**config.mk**
```make
export PLATFORM = sky130hd
export DESIGN_NAME = clock_gen_unit
export DESIGN_NICKNAME = d
export VERILOG_FILES = /design/src/verilog/cgu_pkg.sv /design/src/verilog/rc_trim_reg.sv /design/src/verilog/clock_gen_unit.sv
export VERILOG_INCLUDE_DIRS = /design/src /design/src/verilog
export SDC_FILE = /design/constraint.sdc
export NUM_CORES = 1
export LEC_CHECK = 0
export BUFFER_PORTS_ARGS = -buffer_cell sky130_fd_sc_hd__buf_4
export CELL_PAD_IN_SITES_DETAIL_PLACEMENT = 1
export CELL_PAD_IN_SITES_GLOBAL_PLACEMENT = 1
export CORE_MARGIN = 5
export CORE_UTILIZATION = 39
export DETAILED_ROUTE_END_ITERATION = 10
export HOLD_SLACK_MARGIN = 0.06
export PLACE_DENSITY = 0.89
export REMOVE_ABC_BUFFERS = 1
export SLEW_MARGIN = 20
export SYNTH_ARGS = -nofsm -noshare
export SYNTH_HDL_FRONTEND = slang
export SYNTH_SLANG_ARGS = --single-unit
```
**constraint.sdc**
```tcl
create_clock -name i_clk -period 2.8 [get_ports i_clk]
set_input_delay 0.28 -clock i_clk [delete_from_list [all_inputs] [get_ports i_clk]]
set_output_delay 0.28 -clock i_clk [all_outputs]
set_load 0.01 [all_outputs]
```
**src/verilog/cgu_params.svh**
```systemverilog
// constants of the clock generation unit: codes, field positions, counts
// assumes a 40 MHz system clock; oscillators arrive as one-cycle ticks
// How it works
// RULE1: a machine cycle spans exactly two CPU clock periods
// RULE2: oscillator clock comes from one of four configured sources
// RULE3: peripheral clock runs at half the CPU clock
// RULE4: RC oscillator is 7.373 MHz, 14.746 MHz with doubler on
// RULE5: crystal has low, medium and high ranges; feeds clock, RTC, watchdog
// RULE6: clock output drives only when enabled and nobody uses the crystal
// RULE7: clock output toggles once per CPU clock, so it runs at half the CPU clock rate
// RULE8: software should clear clock output enable before Idle to save power
// RULE9: six-bit RC tuning field, factory loaded at reset, writable later
// RULE10: tuning reloads only on power-on or watchdog reset
// RULE11: low-power select clears on reset; software sets it only at 8 MHz or less
// RULE12: CPU clock never exceeds 18 MHz
// RULE13: configuration must enable brownout trips for doubler or fast external clock
// RULE14: external clock input accepts static up to 18 MHz
// RULE15: on-the-fly switching; switch-done clears at start, sets at end
// RULE16: control writes ignored while switch-done is zero
// RULE17: reset loads source select from config byte one, doubler from two
// RULE18: crystal wake-up holds CPU clock 1024 oscillator cycles plus 60 us
// RULE19: RC wake-up holds CPU clock 200 to 300 us
// RULE20: watchdog or external wake-up holds CPU clock 32 oscillator cycles
// RULE21: programmable divider reaches a largest ratio of 510
// RULE22: divider value N divides by 2N; zero passes undivided
// RULE23: divider may change any time without halting execution
// RULE24: watchdog oscillator nominal 400 kHz, selectable low-power source
`ifndef CGU_PARAMS_SVH
`define CGU_PARAMS_SVH

// ----------------------------------------------------------------------
// source select codes
// ----------------------------------------------------------------------
`define SRC_XTAL_LO     3'h0
`define SRC_XTAL_MED    3'h1
`define SRC_XTAL_HI     3'h2
`define SRC_EXT         3'h3
`define SRC_RC          3'h4
`define SRC_WDT         3'h5

// ----------------------------------------------------------------------
// configuration byte fields
// ----------------------------------------------------------------------
`define CFG1_SRC_LSB    0
`define CFG2_DBL_BIT    7

// ----------------------------------------------------------------------
// reset values
// ----------------------------------------------------------------------
`define DIV_RST         8'h00
`define LP_RST          1'b0
`define TRIM_RST        6'h00

// ----------------------------------------------------------------------
// timing
// ----------------------------------------------------------------------
`define CLK_PERIOD_NS   25
`define RC_FREQ_KHZ     7373
`define RC_DBL_FREQ_KHZ 14746
`define WDT_FREQ_KHZ    400
`define LP_MAX_MHZ      8
`define CPU_MAX_MHZ     18
`define MC_CPU_CLKS     2
`define XTAL_WAKE_OSC   11'd1024
`define SLOW_WAKE_OSC   11'd32
`define NO_WAKE_OSC     11'd0
`define XTAL_EXTRA_NS   60000
`define RC_WAKE_NS      200000
`define XTAL_EXTRA_CYC  ((`XTAL_EXTRA_NS+`CLK_PERIOD_NS-1)/`CLK_PERIOD_NS)
`define RC_WAKE_CYC     ((`RC_WAKE_NS+`CLK_PERIOD_NS-1)/`CLK_PERIOD_NS)
`define CPU_MIN_GAP     ((1000+`CPU_MAX_MHZ*`CLK_PERIOD_NS-1)/(`CPU_MAX_MHZ*`CLK_PERIOD_NS))

`endif

```
**src/verilog/cgu_pkg.sv**
```systemverilog
// types of the clock generation unit
// assumes cgu_params.svh for the numeric constants
package cgu_pkg;

    typedef logic [2:0] src_t;
    typedef logic [5:0] trim_t;
    typedef logic [7:0] div_t;

    typedef enum logic [1:0] {ST_LOAD, ST_WAKE_OSC, ST_WAKE_TIME, ST_RUN}
        cgu_state_t;

    typedef struct packed {
        cgu_state_t  st;
        src_t        src;
        src_t        pend;
        logic        dbl;
        div_t        div;
        logic [8:0]  div_cnt;
        logic [10:0] ocnt;
        logic [13:0] tcnt;
        logic        done;
        logic        hold;
        logic        fire;
        logic [1:0]  gap;
        logic        phase;
        logic        clkout;
        logic        clkout_oe;
        logic        lp;
        logic        ext_prev;
        logic        osc_en;
        logic        cpu_en;
        logic        mc_en;
        logic        pclk_en;
    } cgu_regs_t;

    typedef struct packed {
        logic  loaded;
        trim_t trim;
        logic  clkout_enable;
    } trim_regs_t;

endpackage

```
**src/verilog/rc_trim_reg.sv**
```systemverilog
// RC tuning register with clock output enable
// assumes i_trim_arst_n asserts only on power-on and watchdog reset
`timescale 1ns/10ps
`include "cgu_params.svh"
module rc_trim_reg
(
    // clock and reset
    input  wire logic         i_clk,
    input  wire logic         i_trim_arst_n,
    // factory value and software write
    input  wire cgu_pkg::trim_t i_factory_trim,
    input  wire logic         i_wr,
    input  wire cgu_pkg::trim_t i_trim,
    input  wire logic         i_clkout_en,
    // register contents
    output cgu_pkg::trim_t    o_trim,
    output logic              o_clkout_enable
);
    import cgu_pkg::*;

    trim_regs_t s_q;
    trim_regs_t s_d;

    always_comb
    begin
        s_d = s_q;
        if (!s_q.loaded)
        begin
            s_d.loaded = 1'b1;
            s_d.trim   = i_factory_trim; // RULE9 RULE10
        end
        else if (i_wr)
        begin
            s_d.trim  = i_trim; // RULE9
            s_d.clkout_enable = i_clkout_en;
        end
    end

    always_ff @(posedge i_clk or negedge i_trim_arst_n)
    begin
        if (!i_trim_arst_n)
            s_q <= '{loaded: 1'b0, trim: `TRIM_RST, clkout_enable: 1'b0}; // RULE10
        else
            s_q <= s_d;
    end

    assign o_trim          = s_q.trim;
    assign o_clkout_enable = s_q.clkout_enable;

endmodule // rc_trim_reg

```
**src/verilog/clock_gen_unit.sv**
```systemverilog
// clock generation unit: source select, wake-up, divider, clock output
// assumes oscillators arrive as one-cycle ticks synchronous to i_clk
`timescale 1ns/10ps
`include "cgu_params.svh"
module clock_gen_unit
#(
    parameter int unsigned RC_WAKE_CYC = `RC_WAKE_CYC
)
(
    // clock and resets
    input  wire logic           i_clk,
    input  wire logic           i_arst_n,
    input  wire logic           i_trim_arst_n,
    // nonvolatile configuration
    input  wire logic [7:0]     i_user_config_byte_one,
    input  wire logic [7:0]     i_user_config_byte_two,
    input  wire cgu_pkg::trim_t i_factory_trim,
    // oscillator ticks and external clock level
    input  wire logic           i_xtal_tick,
    input  wire logic           i_rc_tick,
    input  wire logic           i_wdt_tick,
    input  wire logic           i_osc_in_pin,
    // other crystal consumers
    input  wire logic           i_rtc_uses_xtal,
    input  wire logic           i_wdt_uses_xtal,
    // clock control register write
    input  wire logic           i_ctl_wr,
    input  wire cgu_pkg::src_t  i_ctl_src,
    input  wire logic           i_ctl_dbl,
    // divider write
    input  wire logic           i_div_wr,
    input  wire cgu_pkg::div_t  i_div_val,
    // tuning register write
    input  wire logic           i_trim_wr,
    input  wire cgu_pkg::trim_t i_trim_val,
    input  wire logic           i_clkout_en_val,
    // low-power select write
    input  wire logic           i_lp_wr,
    input  wire logic           i_lp_val,
    // clock enables
    output logic                o_osc_clock_en,
    output logic                o_cpu_core_clock_en,
    output logic                o_periph_clk_en,
    output logic                o_machine_cycle_en,
    output logic                o_cpu_hold,
    // status and control read-back
    output logic                o_clock_switch_done,
    output cgu_pkg::src_t       o_clock_source_select,
    output logic                o_rc_doubler_enable,
    output cgu_pkg::div_t       o_cpu_clock_divider,
    output logic                o_low_power_clock_select,
    output cgu_pkg::trim_t      o_rc_trim,
    output logic                o_clkout_enable,
    // clock output pin
    output logic                o_clkout_pin_o,
    output logic                o_clkout_pin_oe
);
    import cgu_pkg::*;

    localparam logic [13:0] XTAL_EXTRA = 14'(`XTAL_EXTRA_CYC);
    localparam logic [13:0] RC_WAKE    = 14'(RC_WAKE_CYC);
    localparam logic [1:0]  GAP_MIN    = 2'(`CPU_MIN_GAP - 1);

    cgu_regs_t s_q;
    cgu_regs_t s_d;
    logic      ext_tick;
    logic      osc_tick;
    logic      pend_tick;
    logic      clkout_en;
    logic [8:0] div_top;

    // ------------------------------------------------------------------
    // tuning register
    // ------------------------------------------------------------------
    rc_trim_reg rc_trim_reg_inst
    (
        .i_clk           (i_clk),
        .i_trim_arst_n   (i_trim_arst_n),
        .i_factory_trim  (i_factory_trim),
        .i_wr            (i_trim_wr),
        .i_trim          (i_trim_val),
        .i_clkout_en     (i_clkout_en_val),
        .o_trim          (o_rc_trim),
        .o_clkout_enable (clkout_en)
    );

    // ------------------------------------------------------------------
    // source helpers
    // ------------------------------------------------------------------
    function automatic logic is_xtal(src_t s);
        return (s == `SRC_XTAL_LO) || (s == `SRC_XTAL_MED) ||
               (s == `SRC_XTAL_HI);
    endfunction

    // tick of a source; unused codes fall back to the RC oscillator
    function automatic logic src_tick(src_t s, logic xt, logic ex,
                                      logic rc, logic wd);
        logic t;
        t = rc;
        if (is_xtal(s))
            t = xt;
        else if (s == `SRC_EXT)
            t = ex;
        else if (s == `SRC_WDT)
            t = wd; // RULE24
        return t;
    endfunction

    // oscillator cycles to wait before the clock is trusted
    function automatic logic [10:0] osc_need(src_t s);
        logic [10:0] n;
        n = `NO_WAKE_OSC;
        if (is_xtal(s))
            n = `XTAL_WAKE_OSC; // RULE18
        else if ((s == `SRC_EXT) || (s == `SRC_WDT))
            n = `SLOW_WAKE_OSC; // RULE20
        return n;
    endfunction

    // system cycles to wait after the oscillator count
    function automatic logic [13:0] time_need(src_t s);
        logic [13:0] n;
        n = 14'h0000;
        if (is_xtal(s))
            n = XTAL_EXTRA; // RULE18
        else if ((s != `SRC_EXT) && (s != `SRC_WDT))
            n = RC_WAKE; // RULE19
        return n;
    endfunction

    assign ext_tick  = i_osc_in_pin & ~s_q.ext_prev; // RULE14
    assign osc_tick  = src_tick(s_q.src, i_xtal_tick, ext_tick,
                                i_rc_tick, i_wdt_tick); // RULE2
    assign pend_tick = src_tick(s_q.pend, i_xtal_tick, ext_tick,
                                i_rc_tick, i_wdt_tick);
    assign div_top   = {s_q.div, 1'b0} - 9'h001;

    // ------------------------------------------------------------------
    // next state
    // ------------------------------------------------------------------
    always_comb
    begin
        s_d          = s_q;
        s_d.ext_prev = i_osc_in_pin;
        s_d.osc_en   = osc_tick & ~s_q.hold;
        s_d.cpu_en   = 1'b0;
        s_d.mc_en    = 1'b0;
        s_d.pclk_en  = 1'b0;
        if (s_q.gap != 2'h3)
            s_d.gap = s_q.gap + 2'h1;

        unique case (s_q.st)
            ST_LOAD:
            begin
                s_d.src  = i_user_config_byte_one[`CFG1_SRC_LSB +: 3]; // RULE17
                s_d.pend = i_user_config_byte_one[`CFG1_SRC_LSB +: 3]; // RULE17
                s_d.dbl  = i_user_config_byte_two[`CFG2_DBL_BIT]; // RULE17
                s_d.ocnt = 11'h000;
                s_d.st   = ST_WAKE_OSC;
            end
            ST_WAKE_OSC:
            begin
                if (s_q.ocnt >= osc_need(s_q.pend))
                begin
                    s_d.tcnt = 14'h0000;
                    s_d.st   = ST_WAKE_TIME;
                end
                else if (pend_tick)
                    s_d.ocnt = s_q.ocnt + 11'h001; // RULE18 RULE20
            end
            ST_WAKE_TIME:
            begin
                if (s_q.tcnt >= time_need(s_q.pend))
                begin
                    s_d.src  = s_q.pend;
                    s_d.done = 1'b1; // RULE15
                    s_d.hold = 1'b0; // RULE19
                    s_d.div_cnt = 9'h000;
                    s_d.st   = ST_RUN;
                end
                else
                    s_d.tcnt = s_q.tcnt + 14'h0001;
            end
            ST_RUN:
            begin
                if (i_ctl_wr && s_q.done) // RULE16
                begin
                    s_d.dbl = i_ctl_dbl; // RULE4
                    if (i_ctl_src != s_q.src)
                    begin
                        s_d.pend = i_ctl_src;
                        s_d.done = 1'b0; // RULE15
                        s_d.ocnt = 11'h000;
                        s_d.st   = ST_WAKE_OSC;
                    end
                end
            end
        endcase

        // divider by 2N, zero passes through
        if (i_div_wr)
            s_d.div = i_div_val; // RULE23
        if (osc_tick && !s_q.hold)
        begin
            if ((s_q.div == 8'h00) || (s_q.div_cnt >= div_top)) // RULE22
            begin
                s_d.div_cnt = 9'h000;
                s_d.fire    = 1'b1; // RULE21
            end
            else
                s_d.div_cnt = s_q.div_cnt + 9'h001;
        end

        // CPU enable, spaced to cap the rate
        if ((s_q.fire || (osc_tick && !s_q.hold && s_d.fire)) &&
            (s_q.gap >= GAP_MIN)) // RULE12
        begin
            s_d.fire    = 1'b0;
            s_d.gap     = 2'h0;
            s_d.cpu_en  = 1'b1;
            s_d.phase   = ~s_q.phase;
            s_d.mc_en   = s_q.phase; // RULE1
            s_d.pclk_en = s_q.phase; // RULE3
            s_d.clkout  = ~s_q.clkout; // RULE7
        end

        s_d.clkout_oe = clkout_en && !is_xtal(s_q.src) &&
                        !i_rtc_uses_xtal && !i_wdt_uses_xtal; // RULE6 RULE5

        if (i_lp_wr)
            s_d.lp = i_lp_val; // RULE11
    end

    // ------------------------------------------------------------------
    // state register
    // ------------------------------------------------------------------
    always_ff @(posedge i_clk or negedge i_arst_n)
    begin
        if (!i_arst_n)
        begin
            s_q           <= '0;
            s_q.st        <= ST_LOAD;
            s_q.src       <= `SRC_RC;
            s_q.pend      <= `SRC_RC;
            s_q.div       <= `DIV_RST;
            s_q.hold      <= 1'b1;
            s_q.lp        <= `LP_RST; // RULE11
        end
        else
            s_q <= s_d;
    end

    // ------------------------------------------------------------------
    // outputs
    // ------------------------------------------------------------------
    assign o_osc_clock_en           = s_q.osc_en;
    assign o_cpu_core_clock_en      = s_q.cpu_en;
    assign o_periph_clk_en          = s_q.pclk_en;
    assign o_machine_cycle_en       = s_q.mc_en;
    assign o_cpu_hold               = s_q.hold;
    assign o_clock_switch_done      = s_q.done;
    assign o_clock_source_select    = s_q.src;
    assign o_rc_doubler_enable      = s_q.dbl;
    assign o_cpu_clock_divider      = s_q.div;
    assign o_low_power_clock_select = s_q.lp;
    assign o_clkout_enable          = clkout_en;
    assign o_clkout_pin_o           = s_q.clkout & s_q.clkout_oe;
    assign o_clkout_pin_oe          = s_q.clkout_oe;

endmodule // clock_gen_unit

```
### After elaboration in Yosys (flattened, before gate mapping)

Index checks and enable logic that the tools add are counted.

* word-level logic and storage cells: 148
* output and inout bits: 28
* input port bits: 55
* bits in registers: 73

* add/subtract/negate cells: 5
* bitwise logic cells: 7
* equality and inequality tests: 23
* $lt $le $gt $ge: 4
* reductions and logical operators: 41
* mux-type cells: 44

Operators by type and width (count)
* two-way mux 11 bit: 6
* two-way mux 14 bit: 3
* two-way mux 9 bit: 4
* case mux 11 bit (3 select lines): 1
* case mux 14 bit (2 select lines): 1
* two-way mux 13 bit: 2
* != test 2 bit (second input constant): 9
* adder 14 x 1 -> 14 bit (second input constant): 1
* greater-or-equal comparator 14 bit: 1
* nonzero test 2 bit: 7
* == test 3 x 2 -> 1 bit (second input constant): 4
* two-way mux 6 bit: 2
* adder 11 x 1 -> 11 bit (second input constant): 1
* greater-or-equal comparator 11 bit: 1
* two-way mux 1 bit: 10
* two-way mux 2 bit: 5
* two-way mux 5 bit: 2
* AND reduction 2 bit: 5
* adder 9 x 1 -> 9 bit (second input constant): 1
* greater-or-equal comparator 9 bit: 1
* subtractor 9 x 1 -> 9 bit (second input constant): 1
* logical AND 1 bit: 8
* logical NOT 8 bit: 1
* case mux 2 bit (4 select lines): 1
* other kinds (25): 46

### Depth between registers and ports, before layout

Gate-level depths: netlist of the first run.

* depth in word-level cells: 10
* gate-level depth with buffers: 13
* gate-level depth less buffers: 12

### By module

From an unflattened synthesis of the first run, not the netlist that was laid out.

* cells, all modules: 499
* area total of the unflattened synthesis: 4728.3 µm²

Modules (own cells, without submodules)
* clock_gen_unit: area each 4317.9 µm², sequential area each 1605.3 µm², cells each 462, times used 1
* rc_trim_reg: area each 410.4 µm², sequential area each 200.2 µm², cells each 37, times used 1

### Worst setup path before layout of the first run

Ideal clock, no wire load.

* path kind: register -> register
* from: register s_q[59] in the netlist's numbering
* to: register s_q[24] in the netlist's numbering
* library setup time: 0.066 ns
* required time: 2.734 ns
* arrival time: 2.759 ns
* buffers on the path: 1
* stages on the path, launching flop included: 11
* period minus slack after synthesis: 2.825 ns
* setup slack: -0.025 ns
* cell sequence: dfstp_2 a21oi_1 a21oi_1 ha_1 and4b_1 a211oi_1 a211oi_1 a211o_1 buf_6 or4_1 nand2_1

* word-level cells in the longest chain between the ends: 8
* elaborated cells on any way between the ends: 22
* those cells by class: order compare (2); eq/ne (8); mux (6); reduce/logical (6)

RTL lines
* from (decl): line clock_gen_unit.sv:64 `cgu_regs_t s_q;`
* != test 3 x 2 -> 1 bit (no source line), or another cell as far along
* logical AND 1 bit, or another cell as far along: line clock_gen_unit.sv:126 `` else if ((s != `SRC_EXT) && (s != `SRC_WDT)) ``
* two-way mux 13 bit, or another cell as far along: line clock_gen_unit.sv:126
* two-way mux 13 bit or two-way mux 11 bit (tied branches): line clock_gen_unit.sv:124, clock_gen_unit.sv:113
* two-way mux 14 bit or two-way mux 11 bit (tied branches): line clock_gen_unit.sv:152 `unique case (s_q.st)`
* greater-or-equal comparator 14 bit or greater-or-equal comparator 11 bit (tied branches): line clock_gen_unit.sv:173, clock_gen_unit.sv:163
* != test 2 bit (no source line)
* AND reduction 3 bit (no source line) (*)

Every way passes the cells marked *; elsewhere a longest branch is shown, timed or not. The select of a mux whose other input is x is not followed.
A chain may end at the register's enable or synchronous reset.

### Final worst setup path of the first run

* from: register s_q[58] in the netlist's numbering
* to: register s_q[26] in the netlist's numbering

Same word-level chain as after synthesis.

==> results by group, run 1 <==
Run status
  – Run status: finished, violations left
  – Failing checks: negative setup slack

STA
  – Final setup fails: 21
  – Fin Hold WS: 36.3 ps
  – Max Clock Freq: 0.328 GHz
  – Crit path setup slack, layout: -249 ps
  – Slew @ Worst Pin: 851 ps
  – Slew margin rel.: 0.433
  – Final Hold Fails: 0
  – Final clock period utilization by the worst path: 1.09
  – Slew Limit Fails: 0
  – RSZ-0062 raised after global routing: yes
  – Min cycle time layout: 3050 ps
  – Worst Clk Skew: 9.25 ps
  – Fin Setup TNS: -1440 ps

Synthesis
  – Count leader, synth: dfrtp_1
  – Post-Synth Adder-Cell Area: 0.0881
  – Synth top area cells: dfrtp_1 (39%), ha_1 (8.8%), mux2i_1 (4.5%)
  – Mux contribution to synthesized area: 0.0736
  – Synth Area in XOR/XNOR: 0.0259
  – Main synth FF type: dfrtp_1
  – Synth Register Bits: 72
  – Synth area leader: dfrtp_1
  – Top-area cell type share of the netlist area: 0.392
  – Synth cell count leaders: dfrtp_1 (69), nand2_1 (44), ha_1 (31)
  – Compound-Gate Fraction of Synth Area: 0.159
  – Simple logic cell fraction of the synthesized area: 0.173
  – Synthesized area: 4400 um^2
  – Async S/R FF share, synth: 1.00
  – Largest family of logic cells by synthesized area: simple AND/OR/NAND/NOR gates
  – Post-synthesis cell type count: 57
  – Post-synthesis sequential area ratio: 0.410
  – Post-synth EDFFs: 0
  – Syn Area/Cell: 9.61 um^2
  – Post-synthesis cell count: 458
  – Synth Warn #: 0

Layout
  – Ant diodes: 0
  – Nets: 640
  – Core Util, Final: 0.534
  – Synth-to-layout area growth: 32.6%
  – Final Cell Area: 5840 um^2
  – Share of cells above drive strength 1: 0.356

Power
  – Seq pwr share: 0.422
  – Comb power frac: 0.195
  – Internal power: 0.00203 W
  – P_leak: 2.70 nW
  – P_sw: 0.000938 W
  – Sw Share: 0.316
  – VDD IR max: 390 uV
  – Clock network fraction of total power: 0.383
  – P per Cell Area: 508 nW/um^2

Floorplanning
  – Total Die Area: 13500 um^2
  – Die W: 116 um
  – Core Region: 10900 um^2
  – Site Rows: 38
  – IO Count: 83
  – Initial Util: 0.402
  – Chip height: 116 um

Clock network
  – CTS tree: built
  – Max clock buf depth: 2
  – CTS Sinks: 72
  – CTS H-tree depth: 3
  – CTS Root Cell: clkbuf_16
  – Clock transition at the registers of the reported paths: 70 ps
  – Clk_lat worst skew: 350 ps
  – CTS buffer count: 9

Setup path
  – Flop-to-flop setup slack: -250 ps
  – Critical path class: reg2reg
  – Reg2Reg Capture Point: s_q[26]
  – Worst flop-to-flop path startpoint: s_q[58]
  – CP Capture Type: flop
  – Setup crit start kind: flop
  – Worst-path fanout max: 5
  – CP required: 3050 ps
  – CP arrival: 3300 ps
  – FF-to-FF path depth: 13

Routing
  – Drt first pass iters: 4
  – Drt initial violations: 206
  – DRT Wirelength: 16100 um
  – Post-route ant nets: 0
  – Drt via density: 5.98
  – Wire length per cell: 23.1 um
  – Vias: 4177
  – Drt drc: 0

Flow run
  – Number of max-cap violations: 0

GRT
  – Total gr overflow: 0
  – Vias in the first global route: 4455
  – Initial antenna violation count: 0
  – First-pass GRT wire length: 22300 um
  – GRT Util Overall: 0.208
  – Largest net degree at the start of global routing: 65

Place
  – GPL Wtd Cong: 0.866
  – Post-DP HPWL: 9330 um
  – Count of input and output buffers: 70
  – Area after DPL: 5120 um^2

Min path
  – Worst hold path class: in2async
==> how the worst max path moves through the flow <==
stage               startpoint       to  slack [ps]  depth (start not counted)
floorplan              s_q[59]  s_q[25]         -60                          9
global placement       s_q[59]  s_q[25]         -90                         10
detailed placement     s_q[57]  s_q[25]        -190                         10
CTS                    s_q[58]  s_q[43]          20                         11
global route           s_q[58]  s_q[26]        -330                         13
finish                 s_q[58]  s_q[26]        -250                         13
==> layout by cell type, fill, tap and decap left out, types with 4 or more instances in the layout <==
cell	Yosys	final
nand3_1	12	10
xor2_1	6	6
o21ai_2	0	4
clkbuf_16	0	9
xnor2_1	7	7
nand2_1	44	38
nand4_1	10	10
mux2i_1	20	20
and2_1	7	7
o21ai_0	19	12
inv_1	30	28
or3_1	6	6
a21o_1	7	6
a31o_2	4	4
and3_1	9	7
dfrtp_1	69	68
nand2b_1	6	5
a21oi_2	1	6
nand2_2	0	6
a21oi_1	20	14
mux2_2	11	11
a211oi_1	8	6
nor2_1	27	26
ha_1	31	27
ha_4	0	4
nor3_1	10	9
buf_4	18	109
o211ai_1	9	9
or4_4	0	5
==> per-stage QoR <==
| step | setup WS [ps] | instances | total power, W |
|---|---|---|---|
| after detailed placement | -191 | 666 | 0.00176 |
| final | -249 | 699 | 0.00297 |
| after CTS | 18.8 | 687 | 0.00288 |
| after global routing | -327 | 699 | 0.00309 |
| after global placement | -87.4 | 666 | 0.00170 |
| after floorplan | -62.2 | 428 | 0.00151 |
==> metal layers <==
layer / wire [um] / GRT usage
met1: 6310 / 0.248
met5: 0 / 0
met3: 710 / 0.0306
met2: 8560 / 0.373
met4: 566 / 0.0866
==> worst max-delay path: stages, from the launching register on <==
cell and delay [ps]:
dfrtp_1 450, a21oi_2 200, a21oi_1 60, buf_4 160, ha_4 270, and4b_1 240, buf_4 130, nand4_1 140
a211oi_2 400, buf_4 190, a211oi_1 50, buf_4 200, a31o_2 250, a21oi_1 220
==> layout make-up <==
class	instances	area, um^2
fill	1220	5100
timing repair buffer	114	867
tap	140	175
inverter	30	113
sequential	72	1810
multi-input combinational	327	2590
clock inverter	7	55.1
clock buffer	9	225
==> power by group through the flow <==
stage / Clock (W) / Combinational (W) / Sequential [W]
detailed placement: 0 / 0.000507 / 0.00125
CTS: 0.00111 / 0.000534 / 0.00124
floorplan: 0 / 0.000266 / 0.00125
global route: 0.00119 / 0.000640 / 0.00126
finish: 0.00114 / 0.000580 / 0.00125
global placement: 0 / 0.000456 / 0.00124
==> repair_timing <==
item | in CTS | in global routing
hold buffers | 1 | 0
hold endpoints to repair | 8 | 0
pin swaps | 6 | 25
gates resized for setup | 11 | 57
cloned | 1 | 1
endpoints found under the setup margin | 27 | 41
setup buffers | 3 | 12
==> flip-flops by register name, summed over array words and instances (netlist names) <==
name,cells
s_q,45
o_machine_cycle_en,1
o_clock_source_select,3
o_cpu_clock_divider,8
o_low_power_clock_select,1
o_clkout_pin_oe,1
o_cpu_hold,1
o_cpu_core_clock_en,1
rc_trim_reg_inst.o_clkout_enable,1
rc_trim_reg_inst.o_trim,6
o_clock_switch_done,1
o_osc_clock_en,1
rc_trim_reg_inst.s_q,1
o_rc_doubler_enable,1
==> cells by family (layout without fill, tap and decap cells) <==
logic type	after synthesis	in the layout
xor gates and xnor gates	13	13
adders and majority gates	31	31
AOI/OAI and AO/OA	100	101
other	1	1
buffers and inverters	60	160
and+or+nand+nor	150	150
muxes	31	31
DFF	72	72
(Power assumes the default switching activity.)
==> inputs of run 2 (changes only) <==
--- a/config.mk
+++ b/config.mk
@@ -10,10 +10,10 @@
 export CELL_PAD_IN_SITES_DETAIL_PLACEMENT = 1
 export CELL_PAD_IN_SITES_GLOBAL_PLACEMENT = 1
 export CORE_MARGIN = 5
-export CORE_UTILIZATION = 39
+export CORE_UTILIZATION = 46
 export DETAILED_ROUTE_END_ITERATION = 10
 export HOLD_SLACK_MARGIN = 0.06
-export PLACE_DENSITY = 0.89
+export PLACE_DENSITY = 0.95
 export REMOVE_ABC_BUFFERS = 1
 export SLEW_MARGIN = 20
 export SYNTH_ARGS = -nofsm -noshare
==> constraint.sdc (replaced) <==
create_clock -name i_clk -period 3.9 [get_ports i_clk]
set_input_delay 0.39 -clock i_clk [delete_from_list [all_inputs] [get_ports i_clk]]
set_output_delay 0.39 -clock i_clk [all_outputs]
set_load 0.01 [all_outputs]
==> run 2 against run 1 <==
The run now ends clean. Register-to-register slack better by 710 ps. Via count is 7.3% lower. Clock skew is 7.9 ps higher. Clock-buffer cell count stayed put. Critical endpoint is now s_q[21]. Largest cell class unchanged. Largest power group unchanged. Highest routed layer unchanged.
==> results by group, run 2 (synthesis results as in run 1) <==
Power
  – VDD IR max: 223 uV (-43%)
  – P per Cell Area: 373 nW/um^2 (-27%)
  – P_leak: 2.43 nW (-9.8%)
  – Pwr Total: 0.00192 W (-35%)

Floorplanning
  – Site Rows: 35 (-7.9%)
  – Initial Util: 0.474 (+0.0716)
  – Chip height: 108 um (-7.2%)
  – Die W: 108 um (-7.2%)
  – Core Region: 9280 um^2 (-15%)
  – IO Count: 83 (unchanged)
  – Total Die Area: 11600 um^2 (-14%)

STA
  – Fin Hold WS: 114 ps (+77.7 ps)
  – Min cycle time layout: 3440 ps (+389 ps)
  – Final setup fails: 0 (-100%)
  – RSZ-0062 raised after global routing: no
  – Max Clock Freq: 0.291 GHz (-11%)
  – Slew @ Worst Pin: 846 ps (-4.69 ps)
  – Slew Limit Fails: 0 (unchanged)
  – Fin Setup TNS: 0 ps (+1440 ps)
  – Final Hold Fails: 0 (unchanged)
  – Worst Clk Skew: 17.1 ps (+7.86 ps)
  – Slew margin rel.: 0.436 (+0.00313)
  – Final clock period utilization by the worst path: 0.882 (-0.208)

Layout
  – # fillers: 1091 (-11%)
  – Commonest non-fill, non-tap cell in the layout: buf_4
  – Flip-flop count of the largest register after layout: 45 (unchanged)
  – Largest Register: s_q
  – Ant diodes: 0 (unchanged)
  – Most frequent cells in the layout: buf_4 (73), dfrtp_1 (69), nand2_1 (44)
  – Synth-to-layout area growth: 16.8%
  – Share of cells above drive strength 1: 0.216 (-0.140)
  – Nets: 599 (-6.4%)

Routing
  – Drt via density: 5.99 (+0.17%)
  – Vias: 3873 (-7.3%)
  – Drt drc: 0 (unchanged)
  – Drt first pass iters: 4 (unchanged)
  – Wire length per cell: 20.8 um (-10%)
  – Post-route ant nets: 0 (unchanged)
  – DRT Wirelength: 13400 um (-17%)
  – Drt initial violations: 166 (-19%)

Clock network
  – Clk_lat worst skew: 370 ps (+20 ps)
  – CTS buffer count: 9 (unchanged)
  – Number of gates resized after CTS: 0 (-11)
  – CTS Sinks: 72 (unchanged)
  – CTS H-tree depth: 3 (unchanged)
  – CTS tree: built
  – Post-CTS setup buffers: 0 (-3)
  – Clock transition at the registers of the reported paths: 90 ps (+20 ps)
  – Max clock buf depth: 2 (unchanged)
  – # hold bufs at CTS: 1 (unchanged)
  – CTS Root Cell: clkbuf_8

Place
  – GPL Wtd Cong: 0.868 (+0.32%)
  – Post-DP HPWL: 9510 um (+1.9%)
  – Count of input and output buffers: 70 (unchanged)

Setup path
  – Critical path class: reg2reg
  – Worst path cell trace: nand2b_1, a21oi_1, ha_1, and4b_1, a211oi_1, a211oi_1, a211o_1, or4_1, a21oi_1
  – Crit-path slowest cell: or4_1
  – CP max stage delay: 550 ps (+100 ps)
  – CP required: 4190 ps (+1140 ps)
  – CP Capture Type: flop
  – CP arrival: 3730 ps (+430 ps)
  – FF-to-FF path depth: 9 (-4)
  – Reg2Reg Capture Point: s_q[21]
  – Worst flop-to-flop path startpoint: s_q[58]
  – Flop-to-flop setup slack: 460 ps (+710 ps)
  – Worst-path fanout max: 16 (+11)
  – Setup crit start kind: flop

Run status
  – Run status: finished, final reports clean

Min path
  – Worst hold path class: in2async

GRT
  – GRT Util Overall: 0.237 (+0.0291)
  – Total gr overflow: 0 (unchanged)
  – Initial antenna violation count: 0 (unchanged)
  – Vias in the first global route: 4225 (-5.2%)
  – First-pass GRT wire length: 21800 um (-2.0%)
  – Largest net degree at the start of global routing: 65 (unchanged)

Flow run
  – Number of max-cap violations: 0 (unchanged)
==> run 2: layout make-up <==
cell class	instances	area, um^2	share of cell area
Multi-Input combinational cell	326	2290	0.446
Inverter	30	113	0.0219
Sequential cell	72	1810	0.351
Clock buffer	9	124	0.0241
Timing Repair Buffer	74	558	0.109
Tap cell	129	161	0.0314
Clock inverter	7	83.8	0.0163
==> run 2: worst max-delay path by stage <==
stage | from | to | slack, ps | cells after the start
finish | s_q[58] | s_q[21] | 460 | 9
detailed placement | s_q[58] | s_q[21] | 540 | 9
global placement | s_q[59] | s_q[23] | 740 | 9
CTS | s_q[58] | s_q[21] | 530 | 9
floorplan | s_q[59] | s_q[25] | 1040 | 9
global route | s_q[58] | s_q[21] | 290 | 9
==> run 2: critical path: cells and delay by family (launching register included) <==
family          cells  cell delay [ps]
fa+ha+maj           1              330
compound gates      5             1550
simple gates        3             1000
flops               1              480
==> run 2: routing by layer <==
metal | track usage | up-vias | share of wire
li1 | - | 1753 | -
met1 | 0.283 | 1961 | 0.40
met2 | 0.425 | 129 | 0.52
met3 | 0.0432 | 30 | 0.046
met4 | 0.0794 | 0 | 0.026
met5 | 0 | - | 0
==> run 2: report_power, final <==
| part | switching, W | internal [W] |
|---|---|---|
| combinational | 0.000196 | 0.000176 |
| sequential | 0.0000849 | 0.000817 |
| clock | 0.000336 | 0.000308 |
| total | 0.000617 | 0.00130 |
==> run 2: per-stage QoR <==
step	worst slack (ps)	utilization	instances	cell area, um^2
floorplan	1040	-	428	4210
CTS	530	0.554	647	5140
global route	290	0.554	647	5140
detailed placement	536	0.530	630	4920
finish	462	0.554	647	5140
global placement	742	0.530	630	4920
